<file path="src/esm_consts.svh">
`ifndef ESM_CONSTS_SVH
`define ESM_CONSTS_SVH

// register indices; byte address is four times the index
`define ESM_IDX_CTRL        3'h0
`define ESM_IDX_SERV        3'h1
`define ESM_IDX_WIN_LO      3'h2
`define ESM_IDX_WIN_HI      3'h3
`define ESM_IDX_PRESCALE    3'h5
`define ESM_IDX_STATUS      3'h6

// control register field positions
`define ESM_CTRL_ENABLE     0
`define ESM_CTRL_POLARITY   1
`define ESM_CTRL_INPUT_EN   2
`define ESM_CTRL_IRQ_EN     3

// reset values
`define ESM_WIN_LO_RESET    8'h00
`define ESM_WIN_HI_RESET    8'hFF
`define ESM_PRESCALE_RESET  8'h00

// refresh keys and the bus-clock window between them
`define ESM_REFRESH_KEY1    8'hB4
`define ESM_REFRESH_KEY2    8'h2C
`define ESM_SERVICE_CYCLES  4'hF

`endif

</file>
<file path="src/esm_pkg.sv">
package esm_pkg;

    typedef struct packed {
        logic        sel;
        logic        en;
        logic        write;
        logic [7:0]  addr;
        logic [31:0] wdata;
    } esm_apb_req_t;

    typedef struct packed {
        logic valid;
        logic illegal;
    } esm_refresh_t;

    typedef enum logic [1:0] {
        ESM_CHK_IDLE  = 2'b01,
        ESM_CHK_ARMED = 2'b10
    } esm_chk_state_t;

endpackage

</file>
<file path="src/esm_top.sv">
`timescale 1ns/10ps
`include "esm_consts.svh"

module esm_top
    import esm_pkg::*;
(
    input  wire logic        REF_CLK_IN,           // bus clock, 250 MHz
    input  wire logic        RST_IN,               // async reset, active high
    input  wire logic        PSEL_IN,              // apb select
    input  wire logic        PENABLE_IN,           // apb enable
    input  wire logic        PWRITE_IN,            // apb direction
    input  wire logic [7:0]  PADDR_IN,             // apb byte address
    input  wire logic [31:0] PWDATA_IN,            // apb write data
    output logic      [31:0] PRDATA_OUT,           // apb read data
    output logic             PREADY_OUT,           // apb ready
    output logic             PSLVERR_OUT,          // apb error
    input  wire logic        LOW_POWER_OSC_IN,     // low_power_oscillator tick
    input  wire logic        STOP_MODE_IN,         // chip in stop mode
    input  wire logic        WAIT_MODE_IN,         // chip in wait mode
    input  wire logic        SAFETY_INPUT_IN,      // external safety_input pin
    output logic             SAFETY_OUTPUT_N_OUT,  // safety_output, active low
    output logic             SAFETY_OUTPUT_OE_OUT, // pad driven once enabled
    output logic             IRQ_OUT               // interrupt request
);

    ////////////////////////////////////////////////////////////////////////////////
    // bus decode

    function automatic logic is_reg(input logic [7:0] addr, input logic [2:0] idx);
        return addr == {3'h0, idx, 2'b00};
    endfunction

    esm_apb_req_t req;
    assign req = {PSEL_IN, PENABLE_IN, PWRITE_IN, PADDR_IN, PWDATA_IN};

    logic       monitor_enable_bit;
    logic       input_polarity_select;
    logic       input_enable_bit;
    logic       interrupt_enable_bit;
    logic       ctrl_done;
    logic [7:0] window_low_compare;
    logic [7:0] window_high_compare;
    logic [7:0] prescale;
    logic       wlo_done;
    logic       whi_done;
    logic       pre_done;
    logic       tripped;
    logic [7:0] count;
    logic       armed;

    wire access    = req.sel && req.en;
    wire take      = access && !PREADY_OUT;
    wire commit    = access && PREADY_OUT;
    wire sel_ctrl  = is_reg(req.addr, `ESM_IDX_CTRL);
    wire sel_serv  = is_reg(req.addr, `ESM_IDX_SERV);
    wire sel_wlo   = is_reg(req.addr, `ESM_IDX_WIN_LO);
    wire sel_whi   = is_reg(req.addr, `ESM_IDX_WIN_HI);
    wire sel_pre   = is_reg(req.addr, `ESM_IDX_PRESCALE);
    wire sel_stat  = is_reg(req.addr, `ESM_IDX_STATUS);
    wire mapped    = sel_ctrl || sel_serv || sel_wlo || sel_whi || sel_pre || sel_stat;

    wire [2:0] once_bits = {req.wdata[`ESM_CTRL_INPUT_EN], req.wdata[`ESM_CTRL_POLARITY],
                            req.wdata[`ESM_CTRL_ENABLE]};
    wire [2:0] once_now  = {input_enable_bit, input_polarity_select, monitor_enable_bit};

    // second write to a write-once field is refused with an error, except a control write that repeats its once bits
    wire once_err  = (sel_ctrl && ctrl_done && once_bits != once_now)
                  || (sel_wlo && wlo_done) || (sel_whi && whi_done)
                  || (sel_pre && pre_done) || sel_stat;
    wire bus_err   = !mapped || (req.write && once_err);
    wire do_wr     = commit && req.write && !PSLVERR_OUT;
    wire wr_ctrl   = do_wr && sel_ctrl;
    wire first_ctl = wr_ctrl && !ctrl_done;
    wire enable_wr = first_ctl && req.wdata[`ESM_CTRL_ENABLE];

    wire [7:0] ctrl_rd = {4'h0, interrupt_enable_bit, input_enable_bit,
                          input_polarity_select, monitor_enable_bit};
    wire [7:0] stat_rd = {6'h00, armed, tripped};
    // refresh register reads as zero; the counter has no read path
    wire [7:0] rd_mux  = sel_ctrl ? ctrl_rd :
                         sel_wlo  ? window_low_compare :
                         sel_whi  ? window_high_compare :
                         sel_pre  ? prescale :
                         sel_stat ? stat_rd : 8'h00;

    ////////////////////////////////////////////////////////////////////////////////
    // apb slave: ready one cycle into the access phase

    always_ff @(posedge REF_CLK_IN or posedge RST_IN) begin
        if (RST_IN) begin
            PREADY_OUT  <= 1'b0;
            PSLVERR_OUT <= 1'b0;
            PRDATA_OUT  <= 32'h0000_0000;
        end else begin
            PREADY_OUT  <= take;
            PSLVERR_OUT <= take && bus_err;
            PRDATA_OUT  <= (take && !req.write && !bus_err) ? {24'h00_0000, rd_mux}
                                                           : 32'h0000_0000;
        end
    end

    ////////////////////////////////////////////////////////////////////////////////
    // configuration registers; any reset loads their reset values, so the monitor returns
    // disabled, and debug mode has no path here at all

    always_ff @(posedge REF_CLK_IN or posedge RST_IN) begin
        if (RST_IN) begin
            monitor_enable_bit    <= 1'b0;
            input_polarity_select <= 1'b0;
            input_enable_bit      <= 1'b0;
            interrupt_enable_bit  <= 1'b0;
            ctrl_done             <= 1'b0;
        end else if (wr_ctrl) begin
            interrupt_enable_bit <= req.wdata[`ESM_CTRL_IRQ_EN];
            if (!ctrl_done) begin
                monitor_enable_bit    <= req.wdata[`ESM_CTRL_ENABLE];
                input_polarity_select <= req.wdata[`ESM_CTRL_POLARITY];
                input_enable_bit      <= req.wdata[`ESM_CTRL_INPUT_EN];
                ctrl_done             <= 1'b1;
            end
        end
    end

    always_ff @(posedge REF_CLK_IN or posedge RST_IN) begin
        if (RST_IN) begin
            window_low_compare  <= `ESM_WIN_LO_RESET;
            window_high_compare <= `ESM_WIN_HI_RESET;
            prescale            <= `ESM_PRESCALE_RESET;
            wlo_done            <= 1'b0;
            whi_done            <= 1'b0;
            pre_done            <= 1'b0;
        end else begin
            if (do_wr && sel_wlo) begin
                window_low_compare <= req.wdata[7:0];
                wlo_done           <= 1'b1;
            end
            if (do_wr && sel_whi) begin
                window_high_compare <= req.wdata[7:0];
                whi_done            <= 1'b1;
            end
            if (do_wr && sel_pre) begin
                prescale <= req.wdata[7:0];
                pre_done <= 1'b1;
            end
        end
    end

    ////////////////////////////////////////////////////////////////////////////////
    // refresh check and counter

    wire stop_mode = STOP_MODE_IN || WAIT_MODE_IN;
    wire serv_wr   = do_wr && sel_serv && monitor_enable_bit;

    esm_refresh_t refresh;

    esm_refresh_chk u_chk (
        .clk_in     (REF_CLK_IN),
        .rst_in     (RST_IN),
        .hold_in    (stop_mode),
        .wr_in      (serv_wr),
        .data_in    (req.wdata[7:0]),
        .result_out (refresh),
        .armed_out  (armed)
    );

    // an interrupt exit just drops stop, so counting resumes where it froze
    wire run_count = monitor_enable_bit && !stop_mode;

    wire win_ok    = (count > window_low_compare) && (count < window_high_compare);
    wire in_assert = monitor_enable_bit && input_enable_bit
                  && (SAFETY_INPUT_IN == input_polarity_select);
    wire good_ref  = monitor_enable_bit && refresh.valid && win_ok && !in_assert;
    wire bad_ref   = refresh.illegal || (refresh.valid && !win_ok);
    wire expired   = count > window_high_compare;
    wire trip      = monitor_enable_bit && (bad_ref || in_assert || expired);

    esm_lp_counter u_cnt (
        .clk_in    (REF_CLK_IN),
        .rst_in    (RST_IN),
        .osc_in    (LOW_POWER_OSC_IN),
        .div_in    (prescale),
        .run_in    (run_count),
        .clear_in  (enable_wr || good_ref),
        .count_out (count)
    );

    ////////////////////////////////////////////////////////////////////////////////
    // safety output: a fault drives it and the interrupt request, no reset leaves the block

    wire next_tripped = enable_wr ? 1'b0 : (tripped || trip);
    wire next_enable  = first_ctl ? req.wdata[`ESM_CTRL_ENABLE] : monitor_enable_bit;
    wire next_irq_en  = wr_ctrl ? req.wdata[`ESM_CTRL_IRQ_EN] : interrupt_enable_bit;

    // output shows asserted through reset, matching the external pull-down
    always_ff @(posedge REF_CLK_IN or posedge RST_IN) begin
        if (RST_IN) begin
            tripped              <= 1'b1;
            SAFETY_OUTPUT_N_OUT  <= 1'b0;
            SAFETY_OUTPUT_OE_OUT <= 1'b0;
            IRQ_OUT              <= 1'b0;
        end else begin
            tripped              <= next_tripped;
            SAFETY_OUTPUT_N_OUT  <= !next_tripped;
            SAFETY_OUTPUT_OE_OUT <= next_enable;
            IRQ_OUT              <= next_tripped && next_irq_en;
        end
    end
endmodule

</file>
<file path="src/esm_refresh_chk.sv">
`timescale 1ns/10ps
`include "esm_consts.svh"

module esm_refresh_chk
    import esm_pkg::*;
(
    input  wire logic         clk_in,     // bus clock
    input  wire logic         rst_in,     // async reset, active high
    input  wire logic         hold_in,    // stop or wait mode
    input  wire logic         wr_in,      // refresh register write, one cycle
    input  wire logic [7:0]   data_in,    // written byte
    output esm_refresh_t      result_out, // registered outcome pulses
    output logic              armed_out   // first key accepted
);

    esm_chk_state_t state;
    esm_chk_state_t next_state;
    logic [3:0]     cnt;
    logic [3:0]     next_cnt;
    esm_refresh_t   next_result;

    wire key1_hit = (data_in == `ESM_REFRESH_KEY1);
    wire key2_hit = (data_in == `ESM_REFRESH_KEY2);
    wire last_cyc = (cnt == `ESM_SERVICE_CYCLES - 4'h1);

    // while held nothing moves, so the byte timer resumes after stop exit
    always_comb begin
        next_state  = state;
        next_cnt    = cnt;
        next_result = '0;
        case (state)
            ESM_CHK_IDLE: begin
                if (wr_in && !hold_in) begin
                    if (key1_hit) begin
                        next_state = ESM_CHK_ARMED;
                        next_cnt   = 4'h0;
                    end else begin
                        next_result.illegal = 1'b1;
                    end
                end
            end
            ESM_CHK_ARMED: begin
                if (!hold_in) begin
                    if (wr_in) begin
                        next_state          = ESM_CHK_IDLE;
                        next_result.valid   = key2_hit;
                        next_result.illegal = !key2_hit;
                    end else if (last_cyc) begin
                        next_state          = ESM_CHK_IDLE;
                        next_result.illegal = 1'b1;
                    end else begin
                        next_cnt = cnt + 4'h1;
                    end
                end
            end
            default: begin
                next_state = ESM_CHK_IDLE;
            end
        endcase
    end

    always_ff @(posedge clk_in or posedge rst_in) begin
        if (rst_in) begin
            state      <= ESM_CHK_IDLE;
            cnt        <= 4'h0;
            result_out <= '0;
        end else begin
            state      <= next_state;
            cnt        <= next_cnt;
            result_out <= next_result;
        end
    end

    assign armed_out = (state == ESM_CHK_ARMED);
endmodule

</file>
<file path="src/esm_lp_counter.sv">
`timescale 1ns/10ps
`include "esm_consts.svh"

module esm_lp_counter (
    input  wire logic       clk_in,    // bus clock
    input  wire logic       rst_in,    // async reset, active high
    input  wire logic       osc_in,    // low-power oscillator tick, one cycle
    input  wire logic [7:0] div_in,    // prescaler divide-by minus one
    input  wire logic       run_in,    // count enable
    input  wire logic       clear_in,  // clear counter and prescaler
    output logic      [7:0] count_out  // timeout count
);

    logic [7:0] pre;

    wire tick     = osc_in && run_in && (pre == div_in);
    wire saturate = (count_out == 8'hFF);

    // saturating so an open high compare of FF never wraps into the window
    always_ff @(posedge clk_in or posedge rst_in) begin
        if (rst_in) begin
            pre       <= 8'h00;
            count_out <= 8'h00;
        end else if (clear_in) begin
            pre       <= 8'h00;
            count_out <= 8'h00;
        end else if (osc_in && run_in) begin
            pre <= tick ? 8'h00 : pre + 8'h01;
            if (tick && !saturate) begin
                count_out <= count_out + 8'h01;
            end
        end
    end
endmodule

</file>
<file path="config.mk">
export PLATFORM = sky130hd
export DESIGN_NAME = esm_top
export DESIGN_NICKNAME = d
export VERILOG_FILES = /design/src/esm_pkg.sv /design/src/esm_top.sv /design/src/esm_refresh_chk.sv /design/src/esm_lp_counter.sv
export VERILOG_INCLUDE_DIRS = /design/src
export SDC_FILE = /design/constraint.sdc
export NUM_CORES = 1
export LEC_CHECK = 0
export BUFFER_PORTS_ARGS = -buffer_cell sky130_fd_sc_hd__buf_4
export CAP_MARGIN = 20
export CORE_MARGIN = 2
export CORE_UTILIZATION = 50
export CTS_BUF_LIST = sky130_fd_sc_hd__clkbuf_16
export DETAILED_ROUTE_END_ITERATION = 10
export GPL_TIMING_DRIVEN = 0
export PLACE_DENSITY = 0.74
export SLEW_MARGIN = 15
export SYNTH_ARGS = -nofsm -noshare
export SYNTH_HDL_FRONTEND = slang
export SYNTH_SLANG_ARGS = --single-unit
</file>
<file path="constraint.sdc">
create_clock -name REF_CLK_IN -period 5.9 [get_ports REF_CLK_IN]
set_clock_uncertainty 0.1 [all_clocks]
set_input_delay 1.18 -clock REF_CLK_IN [delete_from_list [all_inputs] [get_ports REF_CLK_IN]]
set_output_delay 1.18 -clock REF_CLK_IN [all_outputs]
set_load 0.005 [all_outputs]
</file>
==> results of run 1 <==
-- kinds of logic (layout without fill, tap and decap cells) --
group,after synthesis,count (layout),share of synthesized area
multiplexers,28,28,0.0727
flip-flops,70,70,0.408
buffers and inverters,68,120,0.0846
AND/OR/NAND/NOR,136,136,0.185
AO/OA/AOI/OAI,100,100,0.158
adder cells (fa/ha/maj),22,22,0.0637
XOR/XNOR,13,13,0.0264
other,1,24,0.000868
-- final cells by class --
class	instances	area [um2]	share of cell area
Buffer	41	264	0.0513
Clock buffer	9	225	0.0437
Clock inverter	7	95.1	0.0185
Inverter	27	104	0.0202
Multi-Input combinational cell	323	2280	0.442
Sequential cell	70	1760	0.342
Tap cell	105	131	0.0255
Timing Repair Buffer	36	290	0.0564
-- state kept, by name (all words and copies together), names as in the netlist, 2 cells and up --
| register | cells |
|---|---|
| u_chk.state | 2 |
| u_cnt.pre | 8 |
| prescale | 8 |
| u_chk.cnt | 4 |
| window_low_compare | 8 |
| u_chk.result_out | 2 |
| u_cnt.count_out | 8 |
| window_high_compare | 8 |
| PRDATA_OUT | 8 |
-- worst paths after layout --
check | slack, ns | endpoint | from | cells after the start
setup / recovery | 2.73 | prescale[4] | PADDR_IN[1] | 7
max in group asynchronous | 4.46 | window_high_compare[2] | RST_IN | 3
hold reg to reg | 0.37 | wlo_done | wlo_done | 1
min in group asynchronous | 0.66 | u_cnt.pre[6] | RST_IN | 2
setup reg to reg | 2.82 | u_cnt.pre[0] | window_high_compare[3] | 8
hold / removal | 0.37 | wlo_done | wlo_done | 1
-- power breakdown --
part	internal [mW]	total (mW)	switching, mW
combinational	0.0310	0.0701	0.0391
sequential	0.482	0.484	0.00154
clock	0.371	0.586	0.215
-- metal layers --
| metal | GRT usage | wire length [um] | vias up |
|---|---|---|---|
| met2 | 0.365 | 4940 | 114 |
| met1 | 0.325 | 4770 | 1700 |
| li1 | - | - | 1703 |
| met3 | 0.0238 | 441 | 17 |
| met5 | 0 | 0 | - |
| met4 | 0.0845 | 211 | 0 |
-- worst reg2reg max path, cell delays in order (launching register included) --
cell	delay [ns]
dfstp_2	0.54
inv_1	0.05
ha_1	0.33
a21oi_1	0.15
a31oi_1	0.11
a211o_1	0.31
a211oi_1	0.81
clkbuf_1	0.44
nor3_1	0.12
-- cell usage after synthesis, drive strengths merged, types with 2 or more instances --
| cell type | instances |
|---|---|
| ha | 22 |
| nor4 | 7 |
| clkbuf | 11 |
| nand2 | 26 |
| or4 | 9 |
| a21o | 3 |
| dfstp | 10 |
| a31oi | 7 |
| o21ai | 20 |
| nand3b | 6 |
| nand4 | 10 |
| mux2 | 27 |
| o31ai | 5 |
| a22oi | 7 |
| nor3 | 10 |
| or2 | 6 |
| o41ai | 2 |
| and2 | 4 |
| nor2 | 19 |
| a211oi | 18 |
| o211ai | 4 |
| a21oi | 17 |
| xnor2 | 2 |
| buf | 30 |
| inv | 27 |
| a22o | 2 |
| dfrtp | 60 |
| xor2 | 11 |
| or3 | 6 |
| a211o | 3 |
| nand2b | 7 |
| nand3 | 17 |
| and3 | 2 |
| nor3b | 3 |
==> flow_summary.yaml, run 1 <==
power_and_ir_drop:
  power_density_nw_per_um2: 221
  finalPower_mw: 1.14
  peakVddDrop_v: 0.000150
  p_leak_nw: 2.40
yosys:
  synth_warnings: 0
  ys_ff_latch: 70
  synth_edf_count: 0
  syn_area_um2: 4320
  synth_area_per_cell_um2: 9.86
  yosysUniqueCellTypes: 63
  synth_ff_type: "dfrtp_1"
  async_reset_ff_frac: 1.00
  synthTopCellsByArea: "dfrtp_1, mux2_2, ha_1"
  netlist.top_cell.by_area: "dfrtp_1"
  synth_top_cell_area_share: 0.348
  synthCells: 438
  yosysSeqAreaShare: 0.408
timing:
  slew_viol_final: 0
  tns_ns: 0
  tightestPinTransition_ns: 1.02
  fin_crit_sh: 0.538
  period_needed_ns: 3.17
  setup_ws_ns: 2.73
  fin_hold_ws_ns: 0.375
  slew_headroom: 0.316
  finalSetupViolCount: 0
  rsz0062_at_grt: "false"
  hold_viol: 0
  clock.fmax_mhz: 315
cells_and_area:
  final_cell_mix: "buf_4, dfrtp_1, mux2_2"
  fill_cells: 694
  fin_area_um2: 5150
  fin_cells: 618
  final_util: 0.621
  syn_to_final_growth_pct: 19.2
  nNetsFinal: 579
  drive_above_1_share: 0.261
  antenna_cells: 0
  final_common_cell: "buf_4"
setup_path:
  critPathTopFamily: "simple AND/OR/NAND/NOR gates"
  path_buf_inv: 3
  worstPathArrival_ns: 3.29
  start_kind: "input port"
  cp_max_fo: 9
  cp_slowest_cell: "nor3b_2"
  crit_path_cell_trace: "buf_4 -> or4_1 -> buf_4 -> nor3b_2 -> and2_1 -> buf_4 -> mux2_2"
  endpoint_kind: "flip-flop"
  cp_slowest_stage_delay_ns: 0.57
  required_ns: 6.01
  worst_path_most_repeated_cell: "buf_4"
  critical_path_class: "in2reg"
floorplan:
  dieArea_um2: 9400
  core_area_um2: 8300
  fp.dieH_um: 97.0
  die_w_um: 97.0
  io-pin-count: 86
  rows: 33
  start_util: 0.521
routing:
  avgRoutedWirePerCell_um: 16.8
  detail-route-antenna-nets: 0
  num_vias: 3534
  wl_mm: 10.4
  firstDrtPassIters: 5
  first_iter_violations: 233
  route.detailed.drc: 0
  viasPerCell: 5.72
clocking:
  cts.sink_count: 70
  cts_buffers: 9
  clock_path_buffers: 2
  clk_pin_slew_worst_paths_ns: 0.06
  post-cts-setup-buffers: 0
  insertion_delay_ns: 0.33
  cts_tree: "built"
  htreeDepth: 3
  cts_root_buffer: "clkbuf_16"
  ctsResizeCount: 0
  hold_buffers: 0
global_routing:
  first_global_vias: 3380
  grt_overflow: 0
  antenna_found_initial: 0
  grt_pass1_wl_mm: 17.5
  grt_max_degree: 59
  grt_usage: 0.229
placement:
  place_ws_ns: 2.44
  dpl.hpwl_mm: 7.54
  placed_area_um2: 4830
  placedCellCount: 602
  place.gp.congestion: 0.905
  io_buffers: 35
outcome:
  outcome: "complete, no violations"
worst_hold_path:
  hold_path_class: "reg2reg"
job:
  cap_violations: 0
Note: power is estimated with default switching activity, not from simulation.
==> inputs of run 2 (changes only) <==
--- a/config.mk
+++ b/config.mk
@@ -6,6 +6,7 @@
 export SDC_FILE = /design/constraint.sdc
 export NUM_CORES = 1
 export LEC_CHECK = 0
+export ABC_AREA = 1
 export BUFFER_PORTS_ARGS = -buffer_cell sky130_fd_sc_hd__buf_4
 export CAP_MARGIN = 20
 export CORE_MARGIN = 2
@@ -13,7 +14,7 @@
 export CTS_BUF_LIST = sky130_fd_sc_hd__clkbuf_16
 export DETAILED_ROUTE_END_ITERATION = 10
 export GPL_TIMING_DRIVEN = 0
-export PLACE_DENSITY = 0.74
+export PLACE_DENSITY = 0.76
 export SLEW_MARGIN = 15
 export SYNTH_ARGS = -nofsm -noshare
 export SYNTH_HDL_FRONTEND = slang
==> constraint.sdc (replaced) <==
create_clock -name REF_CLK_IN -period 2.9 [get_ports REF_CLK_IN]
set_clock_uncertainty 0.1 [all_clocks]
set_input_delay 0.58 -clock REF_CLK_IN [delete_from_list [all_inputs] [get_ports REF_CLK_IN]]
set_output_delay 0.58 -clock REF_CLK_IN [all_outputs]
set_load 0.005 [all_outputs]
==> run 2 against run 1 <==
Register-to-register slack lost 2.4 ns; via count grew 11%; largest power group unchanged; sequential power grew 100%; clock-buffer cell count is the same; die area grew 1.6%; critical path depth grew 2; utilization shrank 1.8 points; synthesized cell count grew 32%.
==> flow_summary.yaml, run 2 <==
setup_path:
  cp_max_fo: 10
  critical_path_class: "reg2reg"
  required_ns: 3.01
  endpoint_kind: "flip-flop"
  cp.depth: 9
  worstPathArrival_ns: 2.62
  crit_path_cell_trace: "inv_1 -> ha_1 -> a21oi_1 -> nand2_1 -> a21oi_1 -> nand4_2 -> clkbuf_1 -> nand4_1 -> nand2_1"
  critPathTopFamily: "simple AND/OR/NAND/NOR gates"
  start_kind: "flip-flop"
  cp_slowest_cell: "dfstp_2"
  cp_slowest_stage_delay_ns: 0.53
  worstRegToRegCells: 9
  path_buf_inv: 2
job:
  cap_violations: 0
timing:
  rsz0062_at_grt: "false"
  hold_viol: 0
  clock.fmax_mhz: 400
  setup_ws_ns: 0.397
  slew_viol_final: 0
  finalSetupViolCount: 0
  period_needed_ns: 2.50
  fin_crit_sh: 0.863
floorplan:
  core_area_um2: 8640
  dieArea_um2: 9550
  rows: 34
  fp.dieH_um: 97.7
  start_util: 0.509
  io-pin-count: 86
  die_w_um: 97.7
global_routing:
  grt_pass1_wl_mm: 17.7
  grt.met1_usage: 0.297
  first_global_vias: 3740
  antenna_found_initial: 0
  grt_max_degree: 64
  grt_use_met2: 0.388
  grt_overflow: 0
  grt_usage: 0.228
  met3_usage: 0.0408
  globalRoute.busiestLayer: "met2"
clocking:
  cts.sink_count: 70
  clk_pin_slew_worst_paths_ns: 0.06
  cts_tree: "built"
  htreeDepth: 3
  ctsResizeCount: 0
  clock_path_buffers: 2
  post-cts-setup-buffers: 0
  hold_buffers: 0
  insertion_delay_ns: 0.34
  cts_root_buffer: "clkbuf_16"
  cts_buffers: 9
power_and_ir_drop:
  power_density_nw_per_um2: 418
  swShare: 0.223
  peakVddDrop_v: 0.000315
  p_leak_nw: 2.73
  power.share.sequential: 0.451
  switching_power_uw: 487
  power_frac_comb: 0.056
  clkPwrFrac: 0.493
  finalPower_mw: 2.18
  p_int_mw: 1.69
yosys:
  ys_ff_latch: 70
  synth_ff_type: "dfrtp_1"
  syn_area_um2: 4390
  synth_edf_count: 0
  async_reset_ff_frac: 1.00
  synth_common_cells: "nand2_1, inv_1, dfrtp_1"
  yosysUniqueCellTypes: 34
  synth_warnings: 0
  netlist.top_cell.by_area: "dfrtp_1"
  synth_top_cell_area_share: 0.342
  synthCells: 577
  synth_area_per_cell_um2: 7.62
  synthTopCellsByArea: "dfrtp_1, nand2_1, inv_1"
  yosys.cell_count.top_type: "nand2_1"
  yosysSeqAreaShare: 0.401
routing:
  detail-route-antenna-nets: 0
  route.detailed.drc: 0
  firstDrtPassIters: 5
  wl_mm: 10.4
  avgRoutedWirePerCell_um: 13.7
  num_vias: 3924
  first_iter_violations: 238
  viasPerCell: 5.15
placement:
  dpl.hpwl_mm: 7.68
  io_buffers: 37
  place_ws_ns: 0.579
  place.gp.congestion: 0.933
cells_and_area:
  final_cell_mix: "nand2_1, inv_1, buf_4"
  multiInputGateArea_um2: 2130
  nNetsFinal: 720
  antenna_cells: 0
  syn_to_final_growth_pct: 18.5
  regArea_um2: 1760
  drive_above_1_share: 0.173
  fill_cells: 751
  final_common_cell: "nand2_1"
worst_hold_path:
  hold_path_class: "in2async"
outcome:
  outcome: "complete, no violations"
## run 2: layout make-up
type                    count  area share
flip-flops and latches     70       0.339
multi-input cells         403       0.408
repair buffers             38      0.0586
well taps                 108      0.0259
inverters                  94      0.0682
clock buffers               9      0.0432
plain buffers              33      0.0454
clock inverters             7      0.0115
## run 2: worst paths after layout
kind / startpoint / endpoint / slack [ns]
min reg2reg: whi_done / whi_done / 0.35
max reg2reg: window_high_compare[7] / u_cnt.pre[0] / 0.40
max in group asynchronous: RST_IN / window_high_compare[5] / 2.10
max: window_high_compare[7] / u_cnt.pre[0] / 0.40
min: RST_IN / u_cnt.pre[2] / 0.03
min in group REF_CLK_IN: whi_done / whi_done / 0.35
## run 2: metal layers
layer  wire, um  vias to the layer above
met3        550                       13
li1           -                     1940
met1       4530                     1852
met2       5170                      119
met4        157                        0
met5          0                        -
## run 2: worst register-to-register path, stage by stage (launching register included)
cell	delay, ns
dfstp_2	0.53
inv_1	0.05
ha_1	0.30
a21oi_1	0.17
nand2_1	0.11
a21oi_1	0.23
nand4_2	0.34
clkbuf_1	0.32
nand4_1	0.14
nand2_1	0.09
## run 2: cells by family after synthesis
family          count (synthesis)  share of synthesized area
simple gates                  272                      0.284
buf+inv                       127                      0.134
flops                          70                      0.401
compound gates                 68                     0.0831
fa+ha+maj                      22                     0.0626
xor+xnor                       17                     0.0339
other cells                     1                   0.000853
## run 2: power groups by stage
stage | clock (mW) | sequential [mW] | combinational (mW)
floorplan | 0 | 1.00 | 0.0696
detailed placement | 0 | 1.00 | 0.122
global placement | 0 | 1.00 | 0.114
CTS | 1.08 | 0.983 | 0.122
global route | 1.12 | 0.983 | 0.137
finish | 1.07 | 0.983 | 0.122
## run 2: through the flow
step           utilization  instance area [um2]  setup TNS [ns]  std cells  hold slack (ns)
3_5_place_dp         0.570                 4920               0        746            0.336
5_1_grt              0.603                 5210               0        762           0.0400
3_3_place_gp         0.567                 4890          -22.99        745            0.336
2_1_floorplan            -                 4480               0        600            0.319
6_report             0.603                 5210               0        762           0.0310
4_1_cts              0.603                 5210               0        762           0.0296
